$ cat src/rtl/draw_engine_pkg.sv
// constants for the drawing co-processor setup register bank
// assumes an apb slave on pclk; printed offsets are register indices, byte address = index * 4
package draw_engine_pkg;
	// register indices (byte address is index * 4)
	localparam logic [7:0] REG_CONTROL_ONE   = 8'h10;
	localparam logic [7:0] REG_MAP_SELECT    = 8'h12;
	localparam logic [7:0] REG_QUEUE_STATUS  = 8'h13;
	localparam logic [7:0] REG_MAP_BASE      = 8'h14;
	localparam logic [7:0] REG_MAP_WIDTH     = 8'h18;
	localparam logic [7:0] REG_MAP_HEIGHT    = 8'h1a;
	localparam logic [7:0] REG_MAP_FORMAT    = 8'h1c;
	localparam logic [7:0] REG_LINE_ERROR    = 8'h20;
	localparam logic [7:0] REG_LINE_CONST1   = 8'h24;
	localparam logic [7:0] REG_LINE_CONST2   = 8'h28;
	localparam logic [7:0] REG_STEP_LAUNCH   = 8'h2c;

	// control one fields
	localparam int CTL_IRQ_EN   = 0;
	localparam int CTL_MASTER   = 1;
	localparam int CTL_IRQ_STAT = 4;
	localparam int CTL_TERM     = 5;
	localparam int CTL_TURBO    = 6;
	localparam int CTL_FAST     = 7;
	localparam logic [7:0] CONTROL_ONE_RESET = 8'h00;

	// queue status fields
	localparam int QS_OVERFLOW = 7;
	localparam logic QS_OVERFLOW_RESET = 1'b0;

	// map format fields and depth codes
	localparam int FMT_BIG_ENDIAN = 3;
	localparam int FMT_SYSMEM     = 7;
	localparam logic [2:0] DEPTH_1BPP  = 3'h0;
	localparam logic [2:0] DEPTH_8BPP  = 3'h3;
	localparam logic [2:0] DEPTH_16BPP = 3'h4;
	localparam logic [2:0] DEPTH_32BPP = 3'h5;
	localparam logic [1:0] MAP_MASK    = 2'h0;

	// field widths
	localparam int DIM_W  = 12;
	localparam int LINE_W = 14;

	// step code fields
	localparam int CODE_DRAW = 4;
	localparam int CODE_DIR  = 5;
	localparam logic [7:0] CODE_STOP = 8'h00;
	localparam logic [1:0] LAST_CODE = 2'h3;

	// engine states
	typedef enum logic [3:0] {
		ST_IDLE = 4'b0001,
		ST_LOAD = 4'b0010,
		ST_RUN  = 4'b0100,
		ST_GAP  = 4'b1000
	} engine_state_t;
endpackage

$ cat src/rtl/draw_engine_setup_regs.sv
// setup registers, command queue and draw-and-step sequencer of the drawing co-processor
// assumes a single apb4 master on pclk; pixel writes go to a datapath outside this block
`timescale 1ns/1ns
`default_nettype none
module draw_engine_setup_regs
	import draw_engine_pkg::*;
#(
	parameter int QUEUE_DEPTH = 8,
	parameter int POS_W       = 16
) (
	input  wire logic             pclk,
	input  wire logic             presetn,
	input  wire logic             psel,
	input  wire logic             penable,
	input  wire logic             pwrite,
	input  wire logic [9:0]       paddr,
	input  wire logic [31:0]      pwdata,
	input  wire logic [3:0]       pstrb,
	output logic                  pready,
	output logic [31:0]           prdata,
	output logic                  pslverr,
	output logic                  engine_done_irq_pin_n,
	output logic                  legacy_irq_pin_n,
	output logic                  master_mode_en,
	output logic                  turbo_en,
	output logic                  fast_addr_en,
	output logic                  engine_busy,
	output logic                  pixel_write,
	output logic [POS_W-1:0]      pixel_x,
	output logic [POS_W-1:0]      pixel_y,
	output logic [2:0]            sel_map_depth
);
	localparam int PTR_W = (QUEUE_DEPTH > 1) ? $clog2(QUEUE_DEPTH) : 1;
	localparam logic [4:0] DEPTH_COUNT = 5'(QUEUE_DEPTH);

	typedef struct packed {
		logic                           rdy;
		logic [31:0]                    rdata;
		logic                           err;
		logic                           rd_ovf;
		logic [7:0]                     control;
		logic [1:0]                     map_sel;
		logic                           overflow;
		logic [3:0][31:0]               base;
		logic [3:0][DIM_W-1:0]          width;
		logic [3:0][DIM_W-1:0]          height;
		logic [3:0][7:0]                format;
		logic [LINE_W-1:0]              line_err;
		logic [LINE_W-1:0]              line_one;
		logic [LINE_W-1:0]              line_two;
		logic [31:0]                    steps;
		logic [QUEUE_DEPTH-1:0][31:0]   queue;
		logic [PTR_W-1:0]               wr_ptr;
		logic [PTR_W-1:0]               rd_ptr;
		logic [4:0]                     count;
		engine_state_t                  state;
		logic [31:0]                    word;
		logic [1:0]                     code_idx;
		logic [3:0]                     steps_left;
		logic                           pix;
		logic [POS_W-1:0]               x;
		logic [POS_W-1:0]               y;
		logic [2:0]                     depth;
		logic                           busy;
		logic                           irq_done_n;
		logic                           irq_legacy_n;
	} regs_t;

	regs_t r;
	regs_t next_r;

	// byte-lane merge of a write into a stored word
	function automatic logic [31:0] merge(input logic [31:0] old, input logic [31:0] wd,
		input logic [3:0] strb);
		logic [31:0] res;
		res = old;
		for (int i = 0; i < 4; i++) begin
			if (strb[i]) begin
				res[8*i +: 8] = wd[8*i +: 8];
			end
		end
		return res;
	endfunction

	// unit x/y step for each of the eight directions, counter-clockwise from +x
	function automatic logic [1:0] dir_dx(input logic [2:0] d);
		unique case (d)
			3'h0, 3'h1, 3'h7: return 2'b01;
			3'h3, 3'h4, 3'h5: return 2'b11;
			3'h2, 3'h6:       return 2'b00;
		endcase
	endfunction

	function automatic logic [1:0] dir_dy(input logic [2:0] d);
		unique case (d)
			3'h1, 3'h2, 3'h3: return 2'b11;
			3'h5, 3'h6, 3'h7: return 2'b01;
			3'h0, 3'h4:       return 2'b00;
		endcase
	endfunction

	// bus decode and sequencer helper nets
	logic [7:0] widx;
	logic       setup;
	logic       done;
	logic       wr;
	logic       rd;
	logic       push;
	logic       pop;
	logic       complete;
	logic [7:0] cur_code;
	logic [3:0] free_n;
	logic [2:0] cur_dir;
	logic [1:0] dx;
	logic [1:0] dy;

	// apb phase decode; a transfer completes on the access edge
	assign widx   = paddr[9:2];
	assign setup  = psel & ~penable;
	assign done   = psel & penable & r.rdy;
	assign wr     = done & pwrite;
	assign rd     = done & ~pwrite;
	assign free_n = 4'(DEPTH_COUNT - r.count);
	assign cur_code = r.word[8*r.code_idx +: 8];
	// direction decode shared by both axes of the running step
	assign cur_dir  = cur_code[7:CODE_DIR];
	assign dx       = dir_dx(cur_dir);
	assign dy       = dir_dy(cur_dir);

	always_comb begin
		next_r = r;
		push = 1'b0;
		pop = 1'b0;
		complete = 1'b0;
		next_r.pix = 1'b0;

		// apb answer: data and error prepared in setup, access phase lasts one cycle
		next_r.rdy = setup;
		next_r.err = 1'b0;                        // error stands only in the access cycle
		if (setup) begin
			next_r.err = 1'b0;
			next_r.rd_ovf = 1'b0;
			next_r.rdata = 32'h0;
			unique case (widx)
				REG_CONTROL_ONE:  next_r.rdata[7:0] = r.control;
				REG_MAP_SELECT:   next_r.rdata[1:0] = r.map_sel;
				REG_QUEUE_STATUS: begin
					next_r.rdata[3:0] = free_n;
					next_r.rdata[QS_OVERFLOW] = r.overflow;
					next_r.rd_ovf = ~pwrite & r.overflow;
				end
				REG_MAP_BASE:     next_r.rdata = r.base[r.map_sel];
				REG_MAP_WIDTH:    next_r.rdata[DIM_W-1:0] = r.width[r.map_sel];
				REG_MAP_HEIGHT:   next_r.rdata[DIM_W-1:0] = r.height[r.map_sel];
				REG_MAP_FORMAT:   next_r.rdata[7:0] = r.format[r.map_sel];
				REG_LINE_ERROR:   next_r.rdata[LINE_W-1:0] = r.line_err;
				REG_LINE_CONST1:  next_r.rdata[LINE_W-1:0] = r.line_one;
				REG_LINE_CONST2:  next_r.rdata[LINE_W-1:0] = r.line_two;
				REG_STEP_LAUNCH:  next_r.rdata = r.steps;
				default:          next_r.err = 1'b1;
			endcase
		end

		// register writes; reserved bits are dropped so they read back as zero
		if (wr) begin
			unique case (widx)
				REG_CONTROL_ONE: if (pstrb[0]) begin
					next_r.control[CTL_IRQ_EN] = pwdata[CTL_IRQ_EN];
					next_r.control[CTL_MASTER] = pwdata[CTL_MASTER];
					next_r.control[CTL_TURBO]  = pwdata[CTL_TURBO];
					next_r.control[CTL_FAST]   = pwdata[CTL_FAST];
					// zero clears, one leaves the status alone
					if (!pwdata[CTL_IRQ_STAT]) begin
						next_r.control[CTL_IRQ_STAT] = 1'b0;
					end
					if (pwdata[CTL_TERM]) begin
						next_r.control[CTL_TERM] = 1'b1;
					end
				end
				REG_MAP_SELECT: if (pstrb[0]) begin
					next_r.map_sel = pwdata[1:0];
				end
				REG_MAP_BASE: begin
					next_r.base[r.map_sel] = merge(r.base[r.map_sel], pwdata, pstrb);
				end
				REG_MAP_WIDTH: begin
					next_r.width[r.map_sel] =
						DIM_W'(merge(32'(r.width[r.map_sel]), pwdata, pstrb));
				end
				REG_MAP_HEIGHT: begin
					next_r.height[r.map_sel] =
						DIM_W'(merge(32'(r.height[r.map_sel]), pwdata, pstrb));
				end
				REG_MAP_FORMAT: if (pstrb[0]) begin
					next_r.format[r.map_sel] = pwdata[7:0] & 8'h8f;
				end
				REG_LINE_ERROR: begin
					next_r.line_err = LINE_W'(merge(32'(r.line_err), pwdata, pstrb));
				end
				REG_LINE_CONST1: begin
					next_r.line_one = LINE_W'(merge(32'(r.line_one), pwdata, pstrb));
				end
				REG_LINE_CONST2: begin
					next_r.line_two = LINE_W'(merge(32'(r.line_two), pwdata, pstrb));
				end
				REG_STEP_LAUNCH: begin
					// the merged word is queued, so earlier low-byte writes ride along
					next_r.steps = merge(r.steps, pwdata, pstrb);
					push = pstrb[3];
				end
				default: ;
			endcase
		end

		// draw-and-step sequencer
		unique case (r.state)
			ST_IDLE: begin
				if (r.control[CTL_TERM]) begin
					next_r.control[CTL_TERM] = 1'b0;
				end else if (r.count != 5'h0) begin
					// a launch taken while busy waits here in the queue
					pop = 1'b1;
					next_r.word = r.queue[r.rd_ptr];
					next_r.code_idx = 2'h0;
					next_r.state = ST_LOAD;
				end
			end
			ST_LOAD: begin
				if (cur_code == CODE_STOP) begin
					complete = 1'b1;
					next_r.state = ST_IDLE;
				end else begin
					next_r.steps_left = cur_code[3:0];
					next_r.state = ST_RUN;
				end
			end
			ST_RUN: begin
				// sign-extend the unit step so a minus one wraps the position
				next_r.x = r.x + {{(POS_W-2){dx[1]}}, dx};
				next_r.y = r.y + {{(POS_W-2){dy[1]}}, dy};
				next_r.pix = cur_code[CODE_DRAW];
				if (r.steps_left != 4'h0) begin
					next_r.steps_left = r.steps_left - 4'h1;
					// without turbo each step but the last of a code pays an extra datapath clock
					next_r.state = r.control[CTL_TURBO] ? ST_RUN : ST_GAP;
				end else if (r.code_idx == LAST_CODE) begin
					complete = 1'b1;
					next_r.state = ST_IDLE;
				end else begin
					next_r.code_idx = r.code_idx + 2'h1;
					next_r.state = ST_LOAD;
				end
			end
			ST_GAP: begin
				next_r.state = ST_RUN;
			end
			// a corrupted one-hot code falls back to idle instead of locking up
			default: begin
				next_r.state = ST_IDLE;
			end
		endcase

		// terminate aborts the running step and flushes queued launches
		if (r.control[CTL_TERM] && r.state != ST_IDLE) begin
			complete = 1'b0;
			next_r.pix = 1'b0;
			next_r.state = ST_IDLE;
		end
		if (r.control[CTL_TERM]) begin
			pop = 1'b0;
			push = 1'b0;
			next_r.count = 5'h0;
			next_r.rd_ptr = r.wr_ptr;
		end

		// command queue; a push into a full queue is dropped unless a pop frees a slot in the same cycle
		if (push && r.count == DEPTH_COUNT && !pop) begin
			push = 1'b0;
			next_r.overflow = 1'b1;
		end else if (rd && widx == REG_QUEUE_STATUS && r.rd_ovf) begin
			// only the value actually returned is cleared, a fresh one wins
			next_r.overflow = 1'b0;
		end
		if (push) begin
			next_r.queue[r.wr_ptr] = next_r.steps;
			next_r.wr_ptr = (r.wr_ptr == PTR_W'(QUEUE_DEPTH - 1)) ? '0 : r.wr_ptr + 1'b1;
		end
		if (pop) begin
			next_r.rd_ptr = (r.rd_ptr == PTR_W'(QUEUE_DEPTH - 1)) ? '0 : r.rd_ptr + 1'b1;
		end
		if (!r.control[CTL_TERM]) begin
			next_r.count = r.count + 5'(push) - 5'(pop);
		end

		// completion status; set wins over a clearing write in the same cycle
		if (complete) begin
			next_r.control[CTL_IRQ_STAT] = 1'b1;
		end

		// mask map is always one bit per pixel
		next_r.depth = (next_r.map_sel == MAP_MASK) ? DEPTH_1BPP
			: next_r.format[next_r.map_sel][2:0];

		// busy kept as its own flop so the output needs no gate
		next_r.busy = (next_r.state != ST_IDLE);
		// routing bit picks the pin; both pins idle high
		next_r.irq_done_n = ~(next_r.control[CTL_IRQ_STAT]
			& next_r.control[CTL_IRQ_EN]);
		next_r.irq_legacy_n = ~(next_r.control[CTL_IRQ_STAT]
			& ~next_r.control[CTL_IRQ_EN]);
	end

	always_ff @(posedge pclk or negedge presetn) begin
		if (!presetn) begin
			r <= '0;
			r.control <= CONTROL_ONE_RESET;
			r.overflow <= QS_OVERFLOW_RESET;
			r.state <= ST_IDLE;
			r.depth <= DEPTH_1BPP;
			r.irq_done_n <= 1'b1;
			r.irq_legacy_n <= 1'b1;
		end else begin
			r <= next_r;
		end
	end

	// outputs straight from state flops; irq pins are active low
	assign pready                = r.rdy;
	assign prdata                = r.rdata;
	assign pslverr               = r.err;
	assign engine_done_irq_pin_n = r.irq_done_n;
	assign legacy_irq_pin_n      = r.irq_legacy_n;
	assign master_mode_en        = r.control[CTL_MASTER];
	assign turbo_en              = r.control[CTL_TURBO];
	assign fast_addr_en          = r.control[CTL_FAST];
	assign engine_busy           = r.busy;
	assign pixel_write           = r.pix;
	assign pixel_x               = r.x;
	assign pixel_y               = r.y;
	assign sel_map_depth         = r.depth;
endmodule
`default_nettype wire

$ cat config.mk
export PLATFORM = sky130hd
export DESIGN_NAME = draw_engine_setup_regs
export DESIGN_NICKNAME = d
export VERILOG_FILES = /design/src/rtl/draw_engine_pkg.sv /design/src/rtl/draw_engine_setup_regs.sv
export SDC_FILE = /design/constraint.sdc
export NUM_CORES = 1
export LEC_CHECK = 0
export BUFFER_PORTS_ARGS = -buffer_cell sky130_fd_sc_hd__buf_2
export CAP_MARGIN = 0
export CORE_MARGIN = 5
export CORE_UTILIZATION = 55
export CTS_CLUSTER_DIAMETER = 200
export DETAILED_ROUTE_END_ITERATION = 8
export GPL_ROUTABILITY_DRIVEN = 0
export PLACE_DENSITY = 0.76
export SLEW_MARGIN = 20
export SYNTH_ARGS = -nofsm -noshare
export SYNTH_HDL_FRONTEND = slang
export SYNTH_SLANG_ARGS = --single-unit
$ cat constraint.sdc
create_clock -name pclk -period 3.7 [get_ports pclk]
set_clock_uncertainty 0.1 [all_clocks]
set_input_delay 0.555 -clock pclk [delete_from_list [all_inputs] [get_ports pclk]]
set_output_delay 0.555 -clock pclk [all_outputs]
set_load 0.005 [all_outputs]
## Yosys cells after proc, flatten, opt, wreduce, memory -nomap -nowiden

Memory sizes are Yosys's and may differ from the RTL's.
Cells that the tools add are included.

| word-level totals | value |
|---|---|
| flip-flop bits (word level) | 722 |
| memory bits (read-only) | 32 |
| input bits | 51 |
| output and inout bits | 76 |
| logic and storage cells | 267 |
| memories kept | 2 |

Memory list:

| name | depth | bits a word | read ports | clocked after memory_dff | wr ports | line | text |
|---|---|---|---|---|---|---|---|
| (no name shown) | 8 | 2 | 1 | 0 | 0 | draw_engine_setup_regs.sv:95 | `unique case (d)` |
| (no name shown) | 8 | 2 | 1 | 0 | 0 | draw_engine_setup_regs.sv:87 | `unique case (d)` |

| operators by class | value |
|---|---|
| add/subtract/negate cells | 9 |
| magnitude comparators | 6 |
| equal/unequal tests | 27 |
| shifts and indexed selects | 1 |
| mux-type cells | 125 |
| bitwise operators | 14 |
| reductions and logical operators | 30 |

Operators by type and width:

| kind | count |
|---|---|
| bitwise mux 256 bit | 1 |
| 2-to-1 mux 32 bit | 7 |
| 2-to-1 mux 8 bit | 28 |
| bitwise mux 128 bit | 1 |
| 2-to-1 mux 106 bit | 1 |
| binary-select mux 32 bit (select 3 bit) | 1 |
| bitwise mux 48 bit | 2 |
| demux 32 bit (select 3 bit) | 1 |
| 2-to-1 mux 38 bit | 2 |
| binary-select mux 32 bit (select 2 bit) | 1 |
| demux 32 bit (select 2 bit) | 1 |
| equality test 8 x 5 -> 1 bit, second input constant | 7 |
| binary-select mux 12 bit (select 2 bit) | 2 |
| 2-to-1 mux 4 bit | 11 |
| 2-to-1 mux 14 bit | 3 |
| 2-to-1 mux 12 bit | 3 |
| one-hot mux 18 bit (2 select lines) | 1 |
| 2-to-1 mux 33 bit | 1 |
| adder 16 bit | 2 |
| binary-select mux 8 bit (select 2 bit) | 2 |
| bitwise mux 32 bit | 1 |
| equality test 8 x 6 -> 1 bit, second input constant | 4 |
| indexed part select 32 x 6 -> 8 bit | 1 |
| one-hot mux 4 bit (7 select lines) | 1 |
| 48 further kinds | 127 |

## Logic depth before layout (Yosys ltp)

| depth | value |
|---|---|
| depth in word-level cells | 11 |
| depth in mapped cells | 19 |
| gate-level depth less buffers | 16 |

## Least setup slack after synthesis

OpenSTA, ideal clock, no wires.

| timing path | value |
|---|---|
| kind | register to register |
| start | register r[43] in the netlist's numbering |
| end | register r, in the netlist pixel_x[14] |
| setup time | 133 ps |
| arrival time | 3490 ps |
| required time | 3467 ps |
| setup slack | -23 ps |
| stages on the path, launching flop included | 12 |
| buffers on the path | 1 |
| clock period less this slack | 3723 ps |
| path through | dfrtp_1 buf_6 mux4_2 mux2i_1 ha_1 a21o_1 a21oi_1 o21ai_0 a41oi_1 o21ai_0 xnor2_1 o21ai_0 |

| between the ends | value |
|---|---|
| word-level cells in the longest chain between the ends | 3 |

Ends and longest elaborated chain:

| item | line | text |
|---|---|---|
| start, declared | draw_engine_setup_regs.sv:69 | `regs_t r;` |
| start signal, assigned | draw_engine_setup_regs.sv:323 | `r <= next_r;` |
| indexed part select 32 x 6 -> 8 bit | draw_engine_setup_regs.sv:124 | `assign cur_code = r.word[8*r.code_idx +: 8];` |
| memory read (8 x 2 bit) | - |  |
| adder 16 bit | draw_engine_setup_regs.sv:239 | `next_r.x = r.x + {{(POS_W-2){dx[1]}}, dx};` |

No other way between the ends.
A chain may end at the register's enable or synchronous reset.

## Final worst setup path

| timing path | value |
|---|---|
| start | register r[43] in the netlist's numbering |
| end | register r, in the netlist pixel_y[14] |

| between the ends | value |
|---|---|
| word-level cells in the longest chain between the ends | 3 |

Ends and longest elaborated chain:

| item | line | text |
|---|---|---|
| indexed part select 32 x 6 -> 8 bit | draw_engine_setup_regs.sv:124 |  |
| memory read (8 x 2 bit) | - |  |
| adder 16 bit | draw_engine_setup_regs.sv:240 | `next_r.y = r.y + {{(POS_W-2){dy[1]}}, dy};` |

No other way between the ends.

==> impl_metrics.yaml <==
status:
  status: "completed"
synthesis:
  yosys_warnings: 0
  ys_ff_latch: 710
  ys_seq_area_share_pct: 53.8
  synth_top_cell_area_share_pct: 53.6
  synth_nets: 3095
  synth-main-ff-cell: "dfrtp_1"
  synth_area_mm2: 0.0330
  ys_top_cells_by_area: "dfrtp_1 (54%), mux4_2 (9.3%), nand2_1 (5.5%)"
  synth_cell_types: 76
  async_reset_ff_share_pct: 100
  synthMuxAreaShare_pct: 15.9
  yosys.area_share.simple_pct: 10.5
  synth-xor-area-share_pct: 0.849
  postSynthCellCount: 2996
  synth_fa_ha_area_share_pct: 1.89
  synth_edf_count: 0
  synth_top_family_by_area: "multiplexers"
  synth-compound-area-share_pct: 12.4
  yosysTopAreaCell: "dfrtp_1"
  avgSynthCellArea_um2: 11.0
cts:
  cts_tree: "yes"
  clk_pin_slew_ps: 60
  numCtsBuffers: 76
  clk_latency_ps: 630
  clock_path_buffers: 3
  root_buffer: "clkbuf_16"
  clock_sinks: 710
  htreeDepth: 3
sta:
  drv_slew: 0
  relSlewSlack_pct: 31.2
  fin_setup_tns_ps: 0
  rsz0062_at_grt: "no"
  whs_ps: 175
  max_freq_ghz: 0.286
  post-route-period-util_pct: 94.5
  min_period_ps: 3500
  setup_viol: 0
  worstMarginPinSlew_ps: 1000
  finalHoldViolCount: 0
setup_path:
  r2r_setup_slack_ps: 200
  endpoint_kind: "flop"
  crit_required_ps: 4050
  cp_max_fo: 5
  worst-r2r-cell-count: 11
  critPathLaunchType: "flop"
  worstSetupPathType: "flop to flop"
  r2r_end: "pixel_y[14]"
  crit-reg2reg-launch: "r[43]"
  cp.arrival_ps: 3850
min_path:
  worstHoldPathType: "primary input to flop"
  min_from: "pwdata[13]"
  holdPathStages: 2
  worst_hold_path.endpoint: "r[421]"
die:
  die_h_um: 255
  core_mm2: 0.0592
  fp.dieW_um: 255
  rows: 89
  die_area_mm2: 0.0650
  io_pins: 127
  initial_core_util_pct: 55.7
route:
  ant_nets: 0
  routed_wl_um: 86100
  vias: 24059
  drc_errors: 0
  via_per_inst: 6.20
  drt_iter0_markers: 2186
  drt-pass1-iter-count: 5
  wl_per_cell_um: 22.2
power_and_ir_drop:
  power_w: 0.0212
  p_leak_nw: 17.3
  powerDensity_mw_per_mm2: 575
  vdd_ir_drop_max_mv: 0.316
grt:
  met2_usage_pct: 44.6
  grt_pass1_vias: 24938
  grt_pass1_wl_um: 138000
  grt-ovfl-total: 0
  antenna_found_initial: 1
  gr-usage-met1_pct: 35.8
  use_met3_pct: 4.41
  grt_use_total_pct: 26.8
  grt_max_degree: 123
  grt_busiest_layer: "met2"
place:
  dp_hpwl_um: 56200
  place_area_mm2: 0.0342
  port_buffers: 124
layout:
  drive_above_1_share_pct: 19.4
  syn2layout_area_growth_pct: 11.7
  fin_area_mm2: 0.0369
  layout.nets: 3145
job:
  drv_cap: 0
-- through the flow --
stage	instances	util [%]	setup WS (ps)
CTS	3876	62.1	51.2
finish	3879	62.2	202
global placement	3738	57.8	118
floorplan	2996	-	148
detailed placement	3738	57.8	58.9
global route	3878	62.2	0.712
-- sequential cells by signal, summed over array words and instances, names as in the netlist, 3 cells and up --
signal / count
pixel_x: 16
pixel_y: 16
prdata: 32
r: 634
sel_map_depth: 3
-- power breakdown --
part           total [W]  internal, W  switching [W]
logic            0.00472      0.00203        0.00269
clock network    0.00776      0.00456        0.00320
registers        0.00872      0.00822       0.000506
total             0.0212       0.0148        0.00640
-- per-layer routing --
layer | routed length, um | share of wire [%]
met5 | 0 | 0
met1 | 34200 | 40
met3 | 5530 | 6.4
met4 | 3640 | 4.2
met2 | 42700 | 50
-- worst max-delay path, cell delays in order (launching register included) --
cell,delay [ps]
dfrtp_2,430
mux4_2,580
nor2_1,170
or2_2,210
clkinvlp_2,220
ha_1,310
or4_1,420
o22ai_1,180
o221ai_1,200
o41ai_2,270
xor2_1,170
o21ai_0,90
-- cell type report --
cell class	count	area, um2
Fill cell	4448	22400
Sequential cell	710	17800
Multi-Input combinational cell	1975	13800
Clock buffer	106	2210
Timing Repair Buffer	225	1530
Tap cell	773	967
Clock inverter	31	363
Inverter	57	218
Timing Repair inverter	1	5.00
Antenna cell	1	2.50
-- how the worst max path moves through the flow --
stage	slack [ps]	cells past startpoint	start	end
after global placement	120	11	r[43]	pixel_y[14]
after detailed placement	60	11	r[43]	pixel_y[14]
after CTS	50	11	r[43]	pixel_y[14]
after floorplan	150	19	paddr[2]	r[85]
after global routing	0.7	11	r[43]	pixel_y[14]
final	200	11	r[43]	pixel_y[14]
-- cells in the mapped netlist, drive strengths merged, types with 14 or more instances --
cell	count
clkbuf	97
mux2	73
dfrtp	707
nand3	19
nand2	487
a221oi	19
a21oi	165
o21ai	452
mux2i	135
nor2	224
mux4	137
ha	45
xor2	19
buf	157
inv	57
nor3	14
-- kinds of logic (layout without fill, tap and decap cells) --
group                    count (synthesis)  in the layout
AO/OA/AOI/OAI                          738            738
adder cells (fa/ha/maj)                 48             48
AND/OR/NAND/NOR                        812            812
XOR/XNOR                                32             32
multiplexers                           345            345
flip-flops                             710            710
other                                    0              1
buffers and inverters                  311            420
-- cells in the final DEF (no fill, tap or decap), drive strengths merged, types with 6 or more instances in the layout --
master   synthesis  final
a221oi          19     19
nor3            14     14
buf            157    224
inv             57     60
clkbuf          97    106
o21ai          452    452
xnor2           13     13
mux2i          135    135
mux4           137    137
a32oi            7      7
a22o             7      7
nor2b            9      9
xor2            19     19
and3             6      6
clkinv           0     20
ha              45     45
a22oi           13     13
nand2          487    487
a21oi          165    165
o21a            10     10
nor2           224    224
nand2b          12     12
a31oi            6      6
mux2            73     73
nand3           19     19
dfrtp          707    707
a2111oi          7      7
a21o             9      9
a211oi           6      6
-- repair_timing --
action / in CTS / in global routing
endpoints found under the hold margin: 63 / 0
gates resized for setup: 0 / 8
hold buffers: 1 / 0
endpoints found under the setup margin: 0 / 10
buffers inserted: 0 / 1
Note: power is estimated with default switching activity, not from simulation.
